<file path="config.mk">
export PLATFORM = sky130hd
export DESIGN_NAME = cmps_top
export DESIGN_NICKNAME = d
export VERILOG_FILES = /design/src/rtl/cmps_sync.v /design/src/rtl/cmps_top.v
export VERILOG_INCLUDE_DIRS = /design/src /design/src/rtl
export SDC_FILE = /design/constraint.sdc
export NUM_CORES = 1
export LEC_CHECK = 0
export BUFFER_PORTS_ARGS = -buffer_cell sky130_fd_sc_hd__buf_2
export CAP_MARGIN = 20
export CORE_MARGIN = 2
export CORE_UTILIZATION = 54
export DETAILED_ROUTE_END_ITERATION = 8
export PLACE_DENSITY = 0.8
export SLEW_MARGIN = 20
export SYNTH_ARGS = -nofsm -noshare
export SYNTH_HDL_FRONTEND = slang
export SYNTH_SLANG_ARGS = --single-unit
</file>
<file path="constraint.sdc">
create_clock -name hclk -period 2.4 [get_ports hclk]
set_input_delay 0.24 -clock hclk [delete_from_list [all_inputs] [get_ports hclk]]
set_output_delay 0.24 -clock hclk [all_outputs]
set_load 0.005 [all_outputs]
</file>
<file path="src/rtl/cmps_regs.vh">
// constants of the control mode strap select block: register map, fields, timing
// assumes inclusion by bare name from the block's design files
`ifndef CMPS_REGS_VH
`define CMPS_REGS_VH
// register byte offsets
`define CMPS_CTRL_OFS 12'h000
`define CMPS_STATUS_OFS 12'h004
`define CMPS_CONFIG_OFS 12'h008
`define CMPS_USER0_OFS 12'h00C
`define CMPS_USER1_OFS 12'h010
`define CMPS_USER2_OFS 12'h014
// control fields
`define CMPS_CTRL_RESAMPLE 0
// config fields, also the layout of user register 0
`define CMPS_CFG_SWING 0
`define CMPS_CFG_EDGE 1
`define CMPS_CFG_DDR 2
`define CMPS_CFG_CAL_DELAY 3
`define CMPS_CFG_FSR 4
// user register widths and reset values
`define CMPS_USER_W 16
`define CMPS_USER_NUM 3
`define CMPS_USER0_RST 16'h0013
`define CMPS_USER1_RST 16'h0000
`define CMPS_USER2_RST 16'h0000
// serial frame: 2 address bits then 16 data bits, msb first
`define CMPS_FRAME_BITS 5'd18
// cycles after reset release before the straps are taken
`define CMPS_SETTLE_CYC 4'd4
`endif

</file>
<file path="src/rtl/cmps_sync.v">
// two flip-flop synchroniser for a group of pin levels
// assumes asynchronous inputs; output is stable in the hclk domain
`default_nettype none
module cmps_sync #(
  parameter W = 6
) (
  // clock and reset
  input wire hclk,
  input wire hresetn,
  // levels
  input wire [W-1:0] async_in,
  output wire [W-1:0] sync_out
);
  reg [W-1:0] meta_q;
  reg [W-1:0] sync_q;
  // first stage feeds only the second stage
  always @(posedge hclk or negedge hresetn) begin
    if (!hresetn) begin
      meta_q <= {W{1'b0}};
      sync_q <= {W{1'b0}};
    end else begin
      meta_q <= async_in;
      sync_q <= meta_q;
    end
  end
  assign sync_out = sync_q;
endmodule
`default_nettype wire

</file>
<file path="src/rtl/cmps_top.v">
// control mode strap select: three-level strap decode, serial port, ahb-lite registers
// assumes pins come from outside the hclk domain; tri-level pins arrive as level plus float
//
// Summary of operation
// - mode pin high or low: serial port off, all functions from pin levels
// - pin mode: mode pin low gives reduced input range, high gives normal range
// - mode pin floating: extended mode, swing/edge/delay pins become serial clock/data/select
// - pin mode: swing pin low reduced amplitude, high normal amplitude
// - pin mode: edge pin low launches on falling edge, high on rising edge
// - pin mode: floating edge pin selects double data rate output clock
// - double data rate launches on both edges; edge choice ignored
// - pin mode: delay pin low short calibration delay, high long delay
// - after all initial writes, later register writes are still accepted
//
// Chosen here: the AHB-Lite interface to the registers and the register addresses.
`default_nettype none
`include "cmps_regs.vh"
module cmps_top (
  // clock and reset
  input wire hclk,
  input wire hresetn,
  // ahb-lite slave
  input wire hsel,
  input wire [11:0] haddr,
  input wire [1:0] htrans,
  input wire hwrite,
  input wire [2:0] hsize,
  input wire [31:0] hwdata,
  input wire hready,
  output wire hreadyout,
  output wire hresp,
  output reg [31:0] hrdata,
  // strap pins, tri-level ones split into level and float sense
  input wire mode_pin_level,
  input wire mode_pin_float,
  input wire swing_pin,
  input wire edge_pin_level,
  input wire edge_pin_float,
  input wire delay_pin,
  // decoded configuration
  output reg output_swing_level,
  output reg output_launch_edge,
  output reg ddr_enable,
  output reg calibration_delay_select,
  output reg input_full_scale_range,
  output reg serial_enable,
  output reg cal_permit,
  output reg [15:0] user_reg0,
  output reg [15:0] user_reg1,
  output reg [15:0] user_reg2
);
  wire [5:0] pins_s;
  reg [3:0] settle_q;
  reg strap_done_q;
  reg ext_mode_q;
  reg mode_lvl_q;
  reg swing_q;
  reg edge_lvl_q;
  reg edge_flt_q;
  reg cal_delay_q;
  reg resample_q;
  reg wr_pend_q;
  reg [11:0] addr_q;
  reg sclk_prev_q;
  reg cs_prev_q;
  reg [17:0] shift_q;
  reg [4:0] bit_cnt_q;
  reg [2:0] written_q;
  reg [7:0] err_cnt_q;
  wire sclk_s;
  wire ser_data_s;
  wire cs_n_s;
  wire sclk_rise;
  wire cs_rise;
  wire cs_fall;
  wire frame_ok;
  wire [4:0] cfg_bits;

  // every pin is synchronised before any logic looks at it
  cmps_sync #(.W(6)) u_sync (
    .hclk(hclk),
    .hresetn(hresetn),
    .async_in({mode_pin_level, mode_pin_float, swing_pin, edge_pin_level,
               edge_pin_float, delay_pin}),
    .sync_out(pins_s)
  );

  // serial roles of the reassigned pins
  assign sclk_s = pins_s[3];
  assign ser_data_s = pins_s[2];
  assign cs_n_s = pins_s[0];

  // straps taken once the synchroniser has filled after reset, then held until software asks for a resample
  always @(posedge hclk or negedge hresetn) begin
    if (!hresetn) begin
      settle_q <= 4'h0;
      strap_done_q <= 1'b0;
      ext_mode_q <= 1'b0;
      mode_lvl_q <= 1'b0;
      swing_q <= 1'b0;
      edge_lvl_q <= 1'b0;
      edge_flt_q <= 1'b0;
      cal_delay_q <= 1'b0;
    end else if (resample_q) begin
      settle_q <= 4'h0;                      // software may ask for a new look
      strap_done_q <= 1'b0;
    end else if (!strap_done_q) begin
      if (settle_q == `CMPS_SETTLE_CYC) begin
        strap_done_q <= 1'b1;
        ext_mode_q <= pins_s[4];
        mode_lvl_q <= pins_s[5];
        swing_q <= pins_s[3];
        edge_lvl_q <= pins_s[2];
        edge_flt_q <= pins_s[1];
        cal_delay_q <= pins_s[0];            // level assumed driven
      end else begin
        settle_q <= settle_q + 4'h1;
      end
    end
  end

  // edge detection on synchronised serial pins; only live in extended mode
  always @(posedge hclk or negedge hresetn) begin
    if (!hresetn) begin
      sclk_prev_q <= 1'b0;
      cs_prev_q <= 1'b1;
    end else begin
      sclk_prev_q <= sclk_s;
      cs_prev_q <= cs_n_s;
    end
  end
  assign sclk_rise = serial_enable & sclk_s & ~sclk_prev_q;
  assign cs_fall = serial_enable & ~cs_n_s & cs_prev_q;
  assign cs_rise = serial_enable & cs_n_s & ~cs_prev_q;
  assign frame_ok = (bit_cnt_q == `CMPS_FRAME_BITS) && (shift_q[17:16] != 2'b11);

  // serial shifter; a frame of the wrong length or address is dropped and counted
  always @(posedge hclk or negedge hresetn) begin
    if (!hresetn) begin
      shift_q <= 18'h0_0000;
      bit_cnt_q <= 5'h00;
      written_q <= 3'b000;
      err_cnt_q <= 8'h00;
      user_reg0 <= `CMPS_USER0_RST;
      user_reg1 <= `CMPS_USER1_RST;
      user_reg2 <= `CMPS_USER2_RST;
    end else begin
      if (cs_fall) begin
        bit_cnt_q <= 5'h00;
      end else if (sclk_rise && !cs_n_s) begin
        shift_q <= {shift_q[16:0], ser_data_s};
        if (bit_cnt_q != 5'h1f) begin
          bit_cnt_q <= bit_cnt_q + 5'h01;
        end
      end
      if (cs_rise) begin
        if (frame_ok) begin
          // writes are taken every time, first or later
          case (shift_q[17:16])
            2'b00: user_reg0 <= shift_q[15:0];
            2'b01: user_reg1 <= shift_q[15:0];
            default: user_reg2 <= shift_q[15:0];
          endcase
          written_q[shift_q[17:16]] <= 1'b1;
        end else if (err_cnt_q != 8'hff) begin
          err_cnt_q <= err_cnt_q + 8'h01;
        end
      end
    end
  end

  // serial-side view of the functions, taken from user register 0
  assign cfg_bits = user_reg0[4:0];

  // decoded outputs; pin mode follows the held straps, extended mode the user register
  always @(posedge hclk or negedge hresetn) begin
    if (!hresetn) begin
      output_swing_level <= 1'b0;
      output_launch_edge <= 1'b0;
      ddr_enable <= 1'b0;
      calibration_delay_select <= 1'b0;
      input_full_scale_range <= 1'b0;
      serial_enable <= 1'b0;
      cal_permit <= 1'b0;
    end else if (!strap_done_q) begin
      serial_enable <= 1'b0;
      cal_permit <= 1'b0;
    end else if (ext_mode_q) begin
      serial_enable <= 1'b1;
      output_swing_level <= cfg_bits[`CMPS_CFG_SWING];
      ddr_enable <= cfg_bits[`CMPS_CFG_DDR];
      output_launch_edge <= cfg_bits[`CMPS_CFG_DDR] ? 1'b0 : cfg_bits[`CMPS_CFG_EDGE];
      calibration_delay_select <= cfg_bits[`CMPS_CFG_CAL_DELAY];
      input_full_scale_range <= cfg_bits[`CMPS_CFG_FSR];
      cal_permit <= &written_q;
    end else begin
      serial_enable <= 1'b0;
      output_swing_level <= swing_q;
      ddr_enable <= edge_flt_q;
      output_launch_edge <= edge_flt_q ? 1'b0 : edge_lvl_q;
      calibration_delay_select <= cal_delay_q;
      input_full_scale_range <= mode_lvl_q;
      cal_permit <= 1'b1;
    end
  end

  // ahb-lite: zero wait states, always okay
  assign hreadyout = 1'b1;
  assign hresp = 1'b0;

  // address phase capture; the write lands in the following data phase
  always @(posedge hclk or negedge hresetn) begin
    if (!hresetn) begin
      wr_pend_q <= 1'b0;
      addr_q <= 12'h000;
      resample_q <= 1'b0;
    end else begin
      resample_q <= wr_pend_q && (addr_q == `CMPS_CTRL_OFS) && hwdata[`CMPS_CTRL_RESAMPLE];
      wr_pend_q <= hsel & hready & htrans[1] & hwrite;
      if (hsel & hready & htrans[1]) begin
        addr_q <= haddr;
      end
    end
  end

  // read data registered at the address phase so it stands in the data phase
  always @(posedge hclk or negedge hresetn) begin
    if (!hresetn) begin
      hrdata <= 32'h0000_0000;
    end else if (hsel & hready & htrans[1] & ~hwrite) begin
      case (haddr)
        `CMPS_STATUS_OFS: hrdata <= {16'h0000, err_cnt_q, 2'b00, serial_enable, cal_permit,
                                     written_q, strap_done_q};
        `CMPS_CONFIG_OFS: hrdata <= {27'h000_0000, input_full_scale_range,
                                     calibration_delay_select, ddr_enable,
                                     output_launch_edge, output_swing_level};
        `CMPS_USER0_OFS: hrdata <= {16'h0000, user_reg0};
        `CMPS_USER1_OFS: hrdata <= {16'h0000, user_reg1};
        `CMPS_USER2_OFS: hrdata <= {16'h0000, user_reg2};
        default: hrdata <= 32'h0000_0000;
      endcase
    end
  end
endmodule
`default_nettype wire

</file>
======== Yosys cells after proc, flatten, opt, wreduce, memory -nomap -nowiden ========
Index checks and enable logic that the tools add are counted.
cells by class
  bitwise logic cells ..................... 20
  multiplexer cells ....................... 23
  equality and inequality tests ........... 13
  magnitude comparators ................... 2
  reductions and logical operators ........ 21
  add/subtract/negate cells ............... 3
operators with widths
  cell                                                        number
  one-hot mux 16 bit (5 select lines)                         1
  equality test 12 x 4 -> 1 bit, second input constant        2
  equality test 12 x 5 -> 1 bit, second input constant        2
  AND reduction 3 bit                                         6
  two-way mux 1 bit                                           15
  two-way mux 5 bit                                           3
  equality test 12 x 3 -> 1 bit, second input constant        1
  logical NOT 12 bit                                          1
  two-way mux 4 bit                                           3
  AND 1 bit                                                   10
  NOT 1 bit                                                   9
  adder 8 x 1 -> 8 bit, second input constant                 1
  inequality test 8 bit, second input constant                1
  AND reduction 2 bit                                         4
  adder 5 x 1 -> 5 bit, second input constant                 1
  equality test 5 bit, second input constant                  1
  logical AND 1 bit                                           5
  inequality test 5 bit, second input constant                1
  adder 4 x 1 -> 4 bit, second input constant                 1
  equality test 4 x 3 -> 1 bit, second input constant         1
  inequality test 2 bit, second input constant                2
  nonzero test 2 bit                                          2
  less-than comparator 2 x 3 -> 1 bit, second input constant  1
  bitwise OR 3 bit                                            1
  other kinds (7)                                             7
storage, ports and cells
  logic and storage cells ................. 112
  register bits ........................... 160
  output and inout bits ................... 89

======== Logic depth before layout (Yosys ltp) ========
Gate-level depths: netlist (run 1).
  depth after elaboration ................. 5
  gate-level depth with buffers ........... 7

======== Cells and area by module ========
A second synthesis (run 1) with hierarchy kept.
unflattened totals
  cells, all modules ...................... 478
  area, all modules ....................... 6,256.0 sq um
modules (own cells, without submodules)
  module     times used  sequential area each (sq um)  cells each  area each (sq um)
  cmps_top   1           3,308.2                       466         5,955.7
  cmps_sync  1           300.3                         12          300.3

======== Worst setup path after synthesis (run 1) ========
No wires, ideal clock.
  kind .................................... register -> register
  start point ............................. reg bit_cnt_q[0]
  end point ............................... reg user_reg0[10]
  path slack .............................. 0.435 ns
  library setup time ...................... 0.125 ns
  cell stages (with the launch flop) ...... 7
  arrival time ............................ 1.841 ns
  clock period less this slack ............ 1.965 ns
  cell sequence ........................... dfrtp_1 > inv_1 > ha_1 > nand4bb_4 > nor4_4 > buf_2 > mux2_2
between the ends
  word-level cells in the longest chain between the ends .. 3
RTL lines
  what                                  line            source
  start, declared                       cmps_top.v:67   reg [4:0] bit_cnt_q;
  start signal, assigned                cmps_top.v:153  bit_cnt_q <= bit_cnt_q + 5'h01;
  equality test 5 bit (no source line)  -
  logical AND 1 bit                     cmps_top.v:135  assign frame_ok = (bit_cnt_q == `CMPS_FRAME_BITS) && (shift_q[17:16] != 2'b11);
  AND reduction 3 bit (no source line)  -
  end signal, assigned                  cmps_top.v:144  user_reg0 <= `CMPS_USER0_RST;
  end signal, assigned                  cmps_top.v:160  2'b00: user_reg0 <= shift_q[15:0];
  end, declared                         cmps_top.v:48   output reg [15:0] user_reg0,
Every way passes these cells.
A chain may end at the register's enable or synchronous reset.

======== Final worst setup path (run 1) ========
  start point ............................. reg bit_cnt_q[0]
  end point ............................... reg user_reg1[3]
between the ends
  word-level cells in the longest chain between the ends .. 3
RTL lines
  what                                  line            source
  equality test 5 bit (no source line)  -
  logical AND 1 bit                     cmps_top.v:135
  AND reduction 3 bit (no source line)  -
  end signal, assigned                  cmps_top.v:145  user_reg1 <= `CMPS_USER1_RST;
  end signal, assigned                  cmps_top.v:161  2'b01: user_reg1 <= shift_q[15:0];
  end, declared                         cmps_top.v:49   output reg [15:0] user_reg1,
Every way passes these cells.

==> results of run 1 <==
[layer usage]
metal	part of all wire	vias up	GRT usage
li1	-	1884	-
met1	0.42	2209	0.312
met2	0.51	147	0.396
met3	0.054	12	0.0544
met4	0.010	0	0.0790
met5	0	-	0
[cells by family after synthesis]
logic type,share of synthesized area
compound gates,0.0641
xor+xnor,0.0141
fa+ha+maj,0.0121
buf+inv,0.0424
flops,0.580
mux,0.190
other cells,0.00121
simple gates,0.0965
[layout make-up]
type / instances / area (µm²) / share of cell area
flip-flops and latches: 144 / 3610 / 0.480
multi-input cells: 299 / 2410 / 0.321
well taps: 143 / 179 / 0.0238
clock inverters: 13 / 186 / 0.0248
clock buffers: 19 / 443 / 0.0589
inverters: 7 / 26.3 / 0.00349
repair buffers: 116 / 669 / 0.0890
[how the worst max path moves through the flow]
stage	startpoint	endpoint	cells past startpoint
5_1_grt	bit_cnt_q[0]	user_reg1[0]	7
3_3_place_gp	bit_cnt_q[0]	user_reg2[13]	5
3_5_place_dp	bit_cnt_q[0]	user_reg1[6]	7
2_1_floorplan	bit_cnt_q[0]	user_reg0[10]	6
6_report	bit_cnt_q[0]	user_reg1[3]	7
4_1_cts	bit_cnt_q[0]	user_reg1[3]	7
[registers in the layout, indices dropped and copies added, names as in the netlist, 5 cells and up]
| name | count |
|---|---|
| shift_q | 18 |
| hrdata | 16 |
| user_reg0 | 16 |
| user_reg1 | 16 |
| user_reg2 | 16 |
| addr_q | 12 |
| err_cnt_q | 8 |
| u_sync.meta_q | 6 |
| u_sync.sync_out | 6 |
| bit_cnt_q | 5 |
[placed cells by master (no fill, tap or decap), types with 3 or more instances in the layout]
cell,n
nand3_1,7
a221oi_1,9
o21ai_1,10
a32o_1,5
nand2_1,27
ha_1,6
dfrtp_1,140
a21oi_1,9
buf_4,13
nor4_1,3
o21ai_0,6
clkinvlp_4,4
nor4b_1,3
a32oi_1,3
inv_1,7
mux2_4,9
nor2_1,27
mux2i_1,18
dlygate4sd3_1,7
nor2b_1,3
nor3_1,7
xnor2_1,6
clkbuf_16,17
buf_2,94
or2_2,3
conb_1,18
xor2_1,4
mux2_2,77
a221o_1,5
bufinv_16,4
dfstp_2,4
o211ai_1,5
[critical path, cell delays in order (launching register included)]
cell and delay [ns]:
dfrtp_1 0.42, inv_1 0.08, ha_1 0.19, nand4bb_4 0.16
nor3_1 0.25, nand2_1 0.30, buf_4 0.31, mux2_2 0.29
[power breakdown]
part	switching, µW	internal, µW
clock network	1010	1770
registers	142	2570
logic	207	191
[per-stage QoR]
step / instance area (µm²) / instances / total power (µW) / utilization
floorplan: 6280 / 487 / 2980 / -
global placement: 6830 / 702 / 3110 / 0.603
detailed placement: 6830 / 702 / 3140 / 0.603
CTS: 7520 / 741 / 5920 / 0.665
global route: 7520 / 741 / 6090 / 0.665
finish: 7520 / 741 / 5890 / 0.665
[timing repair]
| action | in CTS | in global routing |
|---|---|---|
| hold buffers | 7 | 0 |
| resized for setup | 0 | 0 |
| setup buffers | 0 | 0 |
| hold endpoints to repair | 62 | 0 |
==> run summary, run 1 <==
Status - finished clean
Global placer's final weighted congestion - 0.829
Drc violations - 0
Clock H-tree levels - 4
Count of final max-slew check failures - 0
Post-Synthesis Cells - 471
Overall Global Routing Usage - 0.238
Via count - 4,252
ANT cells - 0
Largest net degree at the start of global routing - 62
DIE AREA - 12,400 µm²
Worst R2R Setup Slack - 0.29 ns
Layout area overhead - 20.9%
Hold path start - hwrite
Hold Path Stages - 3
Hold Path Sink - wr_pend_q
Worst hold margin - 0.0567 ns
Worst r2r path cells - 7
RSZ-0062 raised after global routing - false
Detailed-route wire length per cell - 19.3 µm
Power density cells - 783 nW/µm²
CTS Root Buffer Type - clkbuf_16
F_max - 473 MHz
Period utilization - 0.881
R2R Path End - user_reg1[3]
Initial Util - 0.550
Avg Cell Area, Syn - 13.2 µm²
EDFF count, synth - 0
Layout cells sized above 1 - 0.403
RR Startpoint - bit_cnt_q[0]
Number of global-route vias before repair - 4,412
Routed wire length - 14.3 mm
Ys flop type - dfrtp_1
# port buffers - 95
Clock sinks - 144
Clk Latency, worst-skew pair - 0.41 ns
Worst Path Required - 2.70 ns
Syn. warnings - 0
Max Root-Sink Buffers - 2
Worst hold path type - in -> reg
MaxCap Viol Count - 0
Synth Register Bits - 144
Core Area - 11,300 µm²
Sequential element share of the synthesized area - 0.580
Area contributors post-synth - dfrtp_1 56%, mux2_2 14%, mux2i_1 2.9%, buf_4 2.2%, mux2_4 2.2%
Setup CP Type - reg -> reg
Worst Setup Start Kind - flop
Cell variety after synth - 55
Leading area contributor after synthesis - dfrtp_1
Fin worst setup slack - 0.287 ns
Share of the synthesized area in the top cell type - 0.563
Crit path max fanout - 10
LEAKAGE - 0.00378 µW
Top cells by count, synth - 140 x dfrtp_1, 77 x mux2_2, 27 x nand2_1, 27 x nor2_1
CTS buffer count - 17
Clock transition at path regs - 0.06 ns
DR iter-0 viols - 340
Crit. End Element - flop
Die Y - 111 µm
Dpl ws - 0.333 ns
Synth async-reset ratio - 1.00
Peak VDD IR - 0.536 mV
Rows - 39
Final HPWL DP - 9.46 mm
Setup TNS - 0 ns
First-pass DRT Iterations - 5
Die X-Extent - 111 µm
Finish-stage setup viols - 0
Initial antenna violation count - 0
CTS tree - yes
Skew final - 0.00683 ns
Slew @ Worst Pin - 0.597 ns
Critical Path AT - 2.41 ns
DRT antenna net count - 0
Nets - 651
Remaining global-route overflow - 0
Post-Syn Area - 6220 µm²
Rel. slew slack - 0.601
First-pass GRT wire length - 23.0 mm
Tmin final - 2.11 ns
Most frequent cell after synthesis - dfrtp_1
Count of final hold-check violations - 0
Fill count - 787
Detailed-route vias per instance - 5.74
Ports - 149
Power figures use the tool's default switching activity.
==> run 2, diff against run 1 <==
--- a/config.mk
+++ b/config.mk
@@ -9,9 +9,10 @@
 export BUFFER_PORTS_ARGS = -buffer_cell sky130_fd_sc_hd__buf_2
 export CAP_MARGIN = 20
 export CORE_MARGIN = 2
-export CORE_UTILIZATION = 54
+export CORE_UTILIZATION = 55
+export CTS_BUF_LIST = sky130_fd_sc_hd__clkbuf_4 sky130_fd_sc_hd__clkbuf_8
 export DETAILED_ROUTE_END_ITERATION = 8
-export PLACE_DENSITY = 0.8
+export PLACE_DENSITY = 0.82
 export SLEW_MARGIN = 20
 export SYNTH_ARGS = -nofsm -noshare
 export SYNTH_HDL_FRONTEND = slang
==> run summary, run 2 (synthesis results as in run 1) <==
Dpl ws - 0.371 ns
Status - finished clean
Crit path max-delay family - simple AND/OR/NAND/NOR gates
Layout cells sized above 1 - 0.407
Worst r2r path cells - 5
Peak VDD IR - 0.325 mV
Worst R2R Setup Slack - 0.38 ns
MaxCap Viol Count - 0
Count of final max-slew check failures - 0
Overall Global Routing Usage - 0.234
Initial antenna violation count - 0
Finish-stage setup viols - 0
Hold Path Stages - 3
Rows - 38
Skew final - 0.00978 ns
Global placer's final weighted congestion - 0.859
Crit path buffers/inverters - 1
RR Startpoint - bit_cnt_q[0]
Cell Chain, Critical Path - inv_1, ha_1, nand4bb_4, or4_4, mux2_4
Ports - 149
RSZ-0062 raised after global routing - false
Crit path max fanout - 17
Final HPWL DP - 9.47 mm
Worst Setup Start Kind - flop
Detailed-route vias per instance - 5.64
DIE AREA - 12,200 µm²
Tmin final - 2.02 ns
Via count - 4,175
F_max - 496 MHz
Register area - 3610 µm²
Layout area overhead - 17.3%
Rel. slew slack - 0.592
Core Area - 10,900 µm²
Worst hold path type - in -> reg
Count of final hold-check violations - 0
Slew @ Worst Pin - 0.611 ns
Nets - 653
Worst setup path endpoint - user_reg2[13]
Largest net degree at the start of global routing - 53
Setup CP Type - reg -> reg
Fin worst setup slack - 0.382 ns
# port buffers - 95
DR iter-0 viols - 241
Met1 track demand over resource - 0.304
Clk Latency, worst-skew pair - 0.43 ns
CTS buffer count - 17
Post-CTS Setup Inserts - 0
R2R Path End - user_reg2[13]
Initial Util - 0.569
Die X-Extent - 110 µm
Max incr delay on CP - 0.70 ns
Reg with most FFs - shift_q
Most frequent cells in the layout - 140 x dfrtp_1, 94 x buf_2, 77 x mux2_2
ANT cells - 0
Most common cell after layout, fill and taps aside - dfrtp_1
CTS Root Buffer Type - clkbuf_8
Fill count - 775
LEAKAGE - 0.00370 µW
Setup TNS - 0 ns
DRT antenna net count - 0
Drc violations - 0
Max Root-Sink Buffers - 2
Detailed-route wire length per cell - 18.1 µm
First-pass GRT wire length - 21.1 mm
Number of global-route vias before repair - 4,259
Worst path depth - 5
Critical Path AT - 2.33 ns
Clock sinks - 144
Max reg flops - 18
CTS tree - yes
Area of the multi-input gates - 2410 µm²
Hold path start - hwrite
Power density cells - 678 nW/µm²
Routed wire length - 13.4 mm
Clock H-tree levels - 4
First-pass DRT Iterations - 4
CP Launch Point - bit_cnt_q[0]
Met2 Usage GRT - 0.376
Remaining global-route overflow - 0
Clock transition at path regs - 0.07 ns
Cts repair resizes - 0
M3 GR Usage - 0.0676
Worst path slowest cell - or4_4
Busiest grt layer - met2
Die Y - 110 µm
Worst Path Required - 2.71 ns
Crit. End Element - flop
Period utilization - 0.841
## run 2: cell count changes in the layout (fill, tap and decap cells not counted), sizes merged
cell,delta
inv,-1
bufinv,-3
clkinv,-1
buf,+2
clkbuf,+8
clkinvlp,-3
## run 2: what timing repair did
item,4_1_cts,5_1_grt
setup endpoints to repair,0,0
hold buffers,7,0
hold endpoints to repair,53,0
## run 2: through the flow
stage               power (µW)   util  hold WS (ns)  area (µm²)  cells
detailed placement        3150  0.625         0.216        6840    701
CTS                       4990  0.668       0.00747        7300    740
floorplan                 2980      -       -0.0556        6280    487
global placement          3110  0.625         0.208        6840    701
finish                    4950  0.668        0.0465        7300    740
global route              5180  0.668        0.0185        7300    740
## run 2: worst min path at each step
| stage | endpoint |
|---|---|
| final | wr_pend_q |
| after floorplan | addr_q[0] |
| after global placement | u_sync.meta_q[5] |
| after detailed placement | hrdata[2] |
| after global routing | wr_pend_q |
| after CTS | wr_pend_q |
## run 2: final cells by class
class                   instances  share of cell area
inverters                       7             0.00360
multi-input cells             299               0.330
flip-flops and latches        144               0.494
well taps                     140              0.0240
clock buffers                  27              0.0466
repair buffers                118              0.0938
clock inverters                 5             0.00720
## run 2: power by group
part	internal [µW]	switching [µW]	leakage (µW)	total [µW]
Sequential	2570	140	0.00190	2710
Clock	1010	832	0.000207	1840
Combinational	191	206	0.00159	397
## run 2: worst min-delay path, delay by kind of cell
family	cells	cell delay, ns
simple gates	1	0.04
buf+inv	2	0.16
## run 2: metal layers
layer	part of all wire	up-vias
met5	0	-
met4	0.018	0
met2	0.49	140
met1	0.42	2122
met3	0.064	22
li1	-	1891
==> run 3, diff against run 2 <==
--- a/config.mk
+++ b/config.mk
@@ -9,10 +9,10 @@
 export BUFFER_PORTS_ARGS = -buffer_cell sky130_fd_sc_hd__buf_2
 export CAP_MARGIN = 20
 export CORE_MARGIN = 2
-export CORE_UTILIZATION = 55
+export CORE_UTILIZATION = 50
 export CTS_BUF_LIST = sky130_fd_sc_hd__clkbuf_4 sky130_fd_sc_hd__clkbuf_8
 export DETAILED_ROUTE_END_ITERATION = 8
-export PLACE_DENSITY = 0.82
+export PLACE_DENSITY = 0.78
 export SLEW_MARGIN = 20
 export SYNTH_ARGS = -nofsm -noshare
 export SYNTH_HDL_FRONTEND = slang
==> constraint.sdc (replaced) <==
create_clock -name hclk -period 1.75 [get_ports hclk]
set_input_delay 0.175 -clock hclk [delete_from_list [all_inputs] [get_ports hclk]]
set_output_delay 0.175 -clock hclk [all_outputs]
set_load 0.005 [all_outputs]
==> run summary, run 3 (synthesis results as in run 1) <==
Status - complete, but fails checks
Failing checks - negative setup slack
Reg with most FFs - shift_q
Routed wire length - 14.9 mm
ANT cells - 0
Critical Path AT - 2.22 ns
Max incr delay on CP - 0.38 ns
Final HPWL DP - 9.91 mm
Fill count - 851
Max reg flops - 18
Worst hold margin - 0.0642 ns
Clock transition at path regs - 0.07 ns
Area of the multi-input gates - 2580 µm²
Pwr Total - 6720 µW
Die Y - 116 µm
CTS buffer count - 17
First-pass DRT Iterations - 5
Crit path buffers/inverters - 3
Skew final - 0.00701 ns
Core Area - 12,100 µm²
Overall Global Routing Usage - 0.227
RSZ-0062 raised after global routing - true
Fin worst setup slack - -0.158 ns
Count of final max-slew check failures - 0
Number of global-route vias before repair - 4,465
Initial antenna violation count - 0
Slew @ Worst Pin - 0.603 ns
Crit. End Element - flop
CTS tree - yes
CTS Root Buffer Type - clkbuf_8
F_max - 524 MHz
Max Root-Sink Buffers - 2
# port buffers - 95
Nets - 692
Die X-Extent - 116 µm
Via count - 4,417
Crit path max fanout - 7
Global placer's final weighted congestion - 0.831
Layout area overhead - 25.6%
Register area - 3610 µm²
Cell Chain, Critical Path - inv_1, ha_2, nand4bb_4, buf_6, nor4_4, buf_6, mux2_4
DIE AREA - 13,400 µm²
Clock H-tree levels - 4
First-pass GRT wire length - 23.0 mm
Tmin final - 1.91 ns
Detailed-route vias per instance - 5.47
Worst Setup Start Kind - flop
Setup CP Type - reg -> reg
Initial Util - 0.516
Finish-stage setup viols - 34
Most frequent cells in the layout - 140 x dfrtp_1, 94 x buf_2, 61 x mux2_2
Count of final hold-check violations - 0
Ports - 149
Largest net degree at the start of global routing - 47
Layout cells sized above 1 - 0.449
Period utilization - 1.09
Worst path slowest cell - dfrtp_1
Detailed-route wire length per cell - 18.5 µm
MaxCap Viol Count - 0
Crit path max-delay family - simple AND/OR/NAND/NOR gates
DRT antenna net count - 0
Rel. slew slack - 0.597
Rows - 40
Most used cell, CP - buf_6
Most common cell after layout, fill and taps aside - dfrtp_1
LEAKAGE - 0.00390 µW
Worst hold path type - in -> reg
Worst Path Required - 2.06 ns
Power density cells - 860 nW/µm²
Clk Latency, worst-skew pair - 0.43 ns
Clock sinks - 144
Peak VDD IR - 0.801 mV
Remaining global-route overflow - 0
DR iter-0 viols - 327
Drc violations - 0
[run 3: cell types whose count changed in the layout (fill, tap and decap cells not counted), moves of 3 or more]
cell / change
mux2_4: +16
clkinv_2: +3
buf_6: +9
mux2_2: -16
dlygate4sd3_1: +10
buf_4: +16
[run 3: worst paths after layout]
check	start	to	slack, ns	cells past startpoint
max	bit_cnt_q[0]	user_reg0[14]	-0.16	7
min	haddr[4]	addr_q[4]	0.06	2
max reg2reg	bit_cnt_q[0]	user_reg0[14]	-0.16	7
min reg2reg	u_sync.meta_q[2]	u_sync.sync_out[2]	0.35	0
max in group asynchronous	hresetn	user_reg0[4]	0.86	3
min in group asynchronous	hresetn	ext_mode_q	0.23	2
[run 3: repair_timing]
action	CTS	global route
pin swaps	5	9
gates cloned	2	0
resized for setup	11	34
endpoints found under the setup margin	53	68
buffers inserted	2	7
endpoints found under the hold margin	59	0
hold buffers	17	0
[run 3: layer usage]
layer  vias up  global-route usage  wire (µm)
met2       159               0.368       7490
li1       1973                   -          -
met5         -                   0          0
met1      2270               0.297       6320
met4         0              0.0771        165
met3        15              0.0617        952
[run 3: area by class of cell]
| type | instances | share of cell area |
|---|---|---|
| Clock buffer | 25 | 0.0400 |
| Timing Repair Buffer | 155 | 0.134 |
| Clock inverter | 7 | 0.00480 |
| Sequential cell | 144 | 0.462 |
| Inverter | 7 | 0.00336 |
| Multi-Input combinational cell | 301 | 0.330 |
| Tap cell | 168 | 0.0269 |
[run 3: report_power, final]
part           total, µW  switching, µW  leakage (µW)  internal [µW]
Sequential          3710            188       0.00190           3520
Combinational        697            338       0.00181            359
Clock               2320           1160      0.000190           1160
Total               6720           1680       0.00390           5040
[run 3: stage by stage]
| step | area (µm²) | util | std cells | worst slack (ns) | TNS [ns] |
|---|---|---|---|---|---|
| after global routing | 7820 | 0.648 | 807 | -0.258 | -6.69 |
| after floorplan | 6290 | - | 487 | -0.215 | -3.01 |
| after detailed placement | 7030 | 0.583 | 747 | -0.151 | -2.61 |
| after global placement | 7030 | 0.583 | 747 | -0.109 | -1.60 |
| final | 7820 | 0.648 | 807 | -0.158 | -3.35 |
| after CTS | 7630 | 0.633 | 800 | -0.140 | -3.99 |
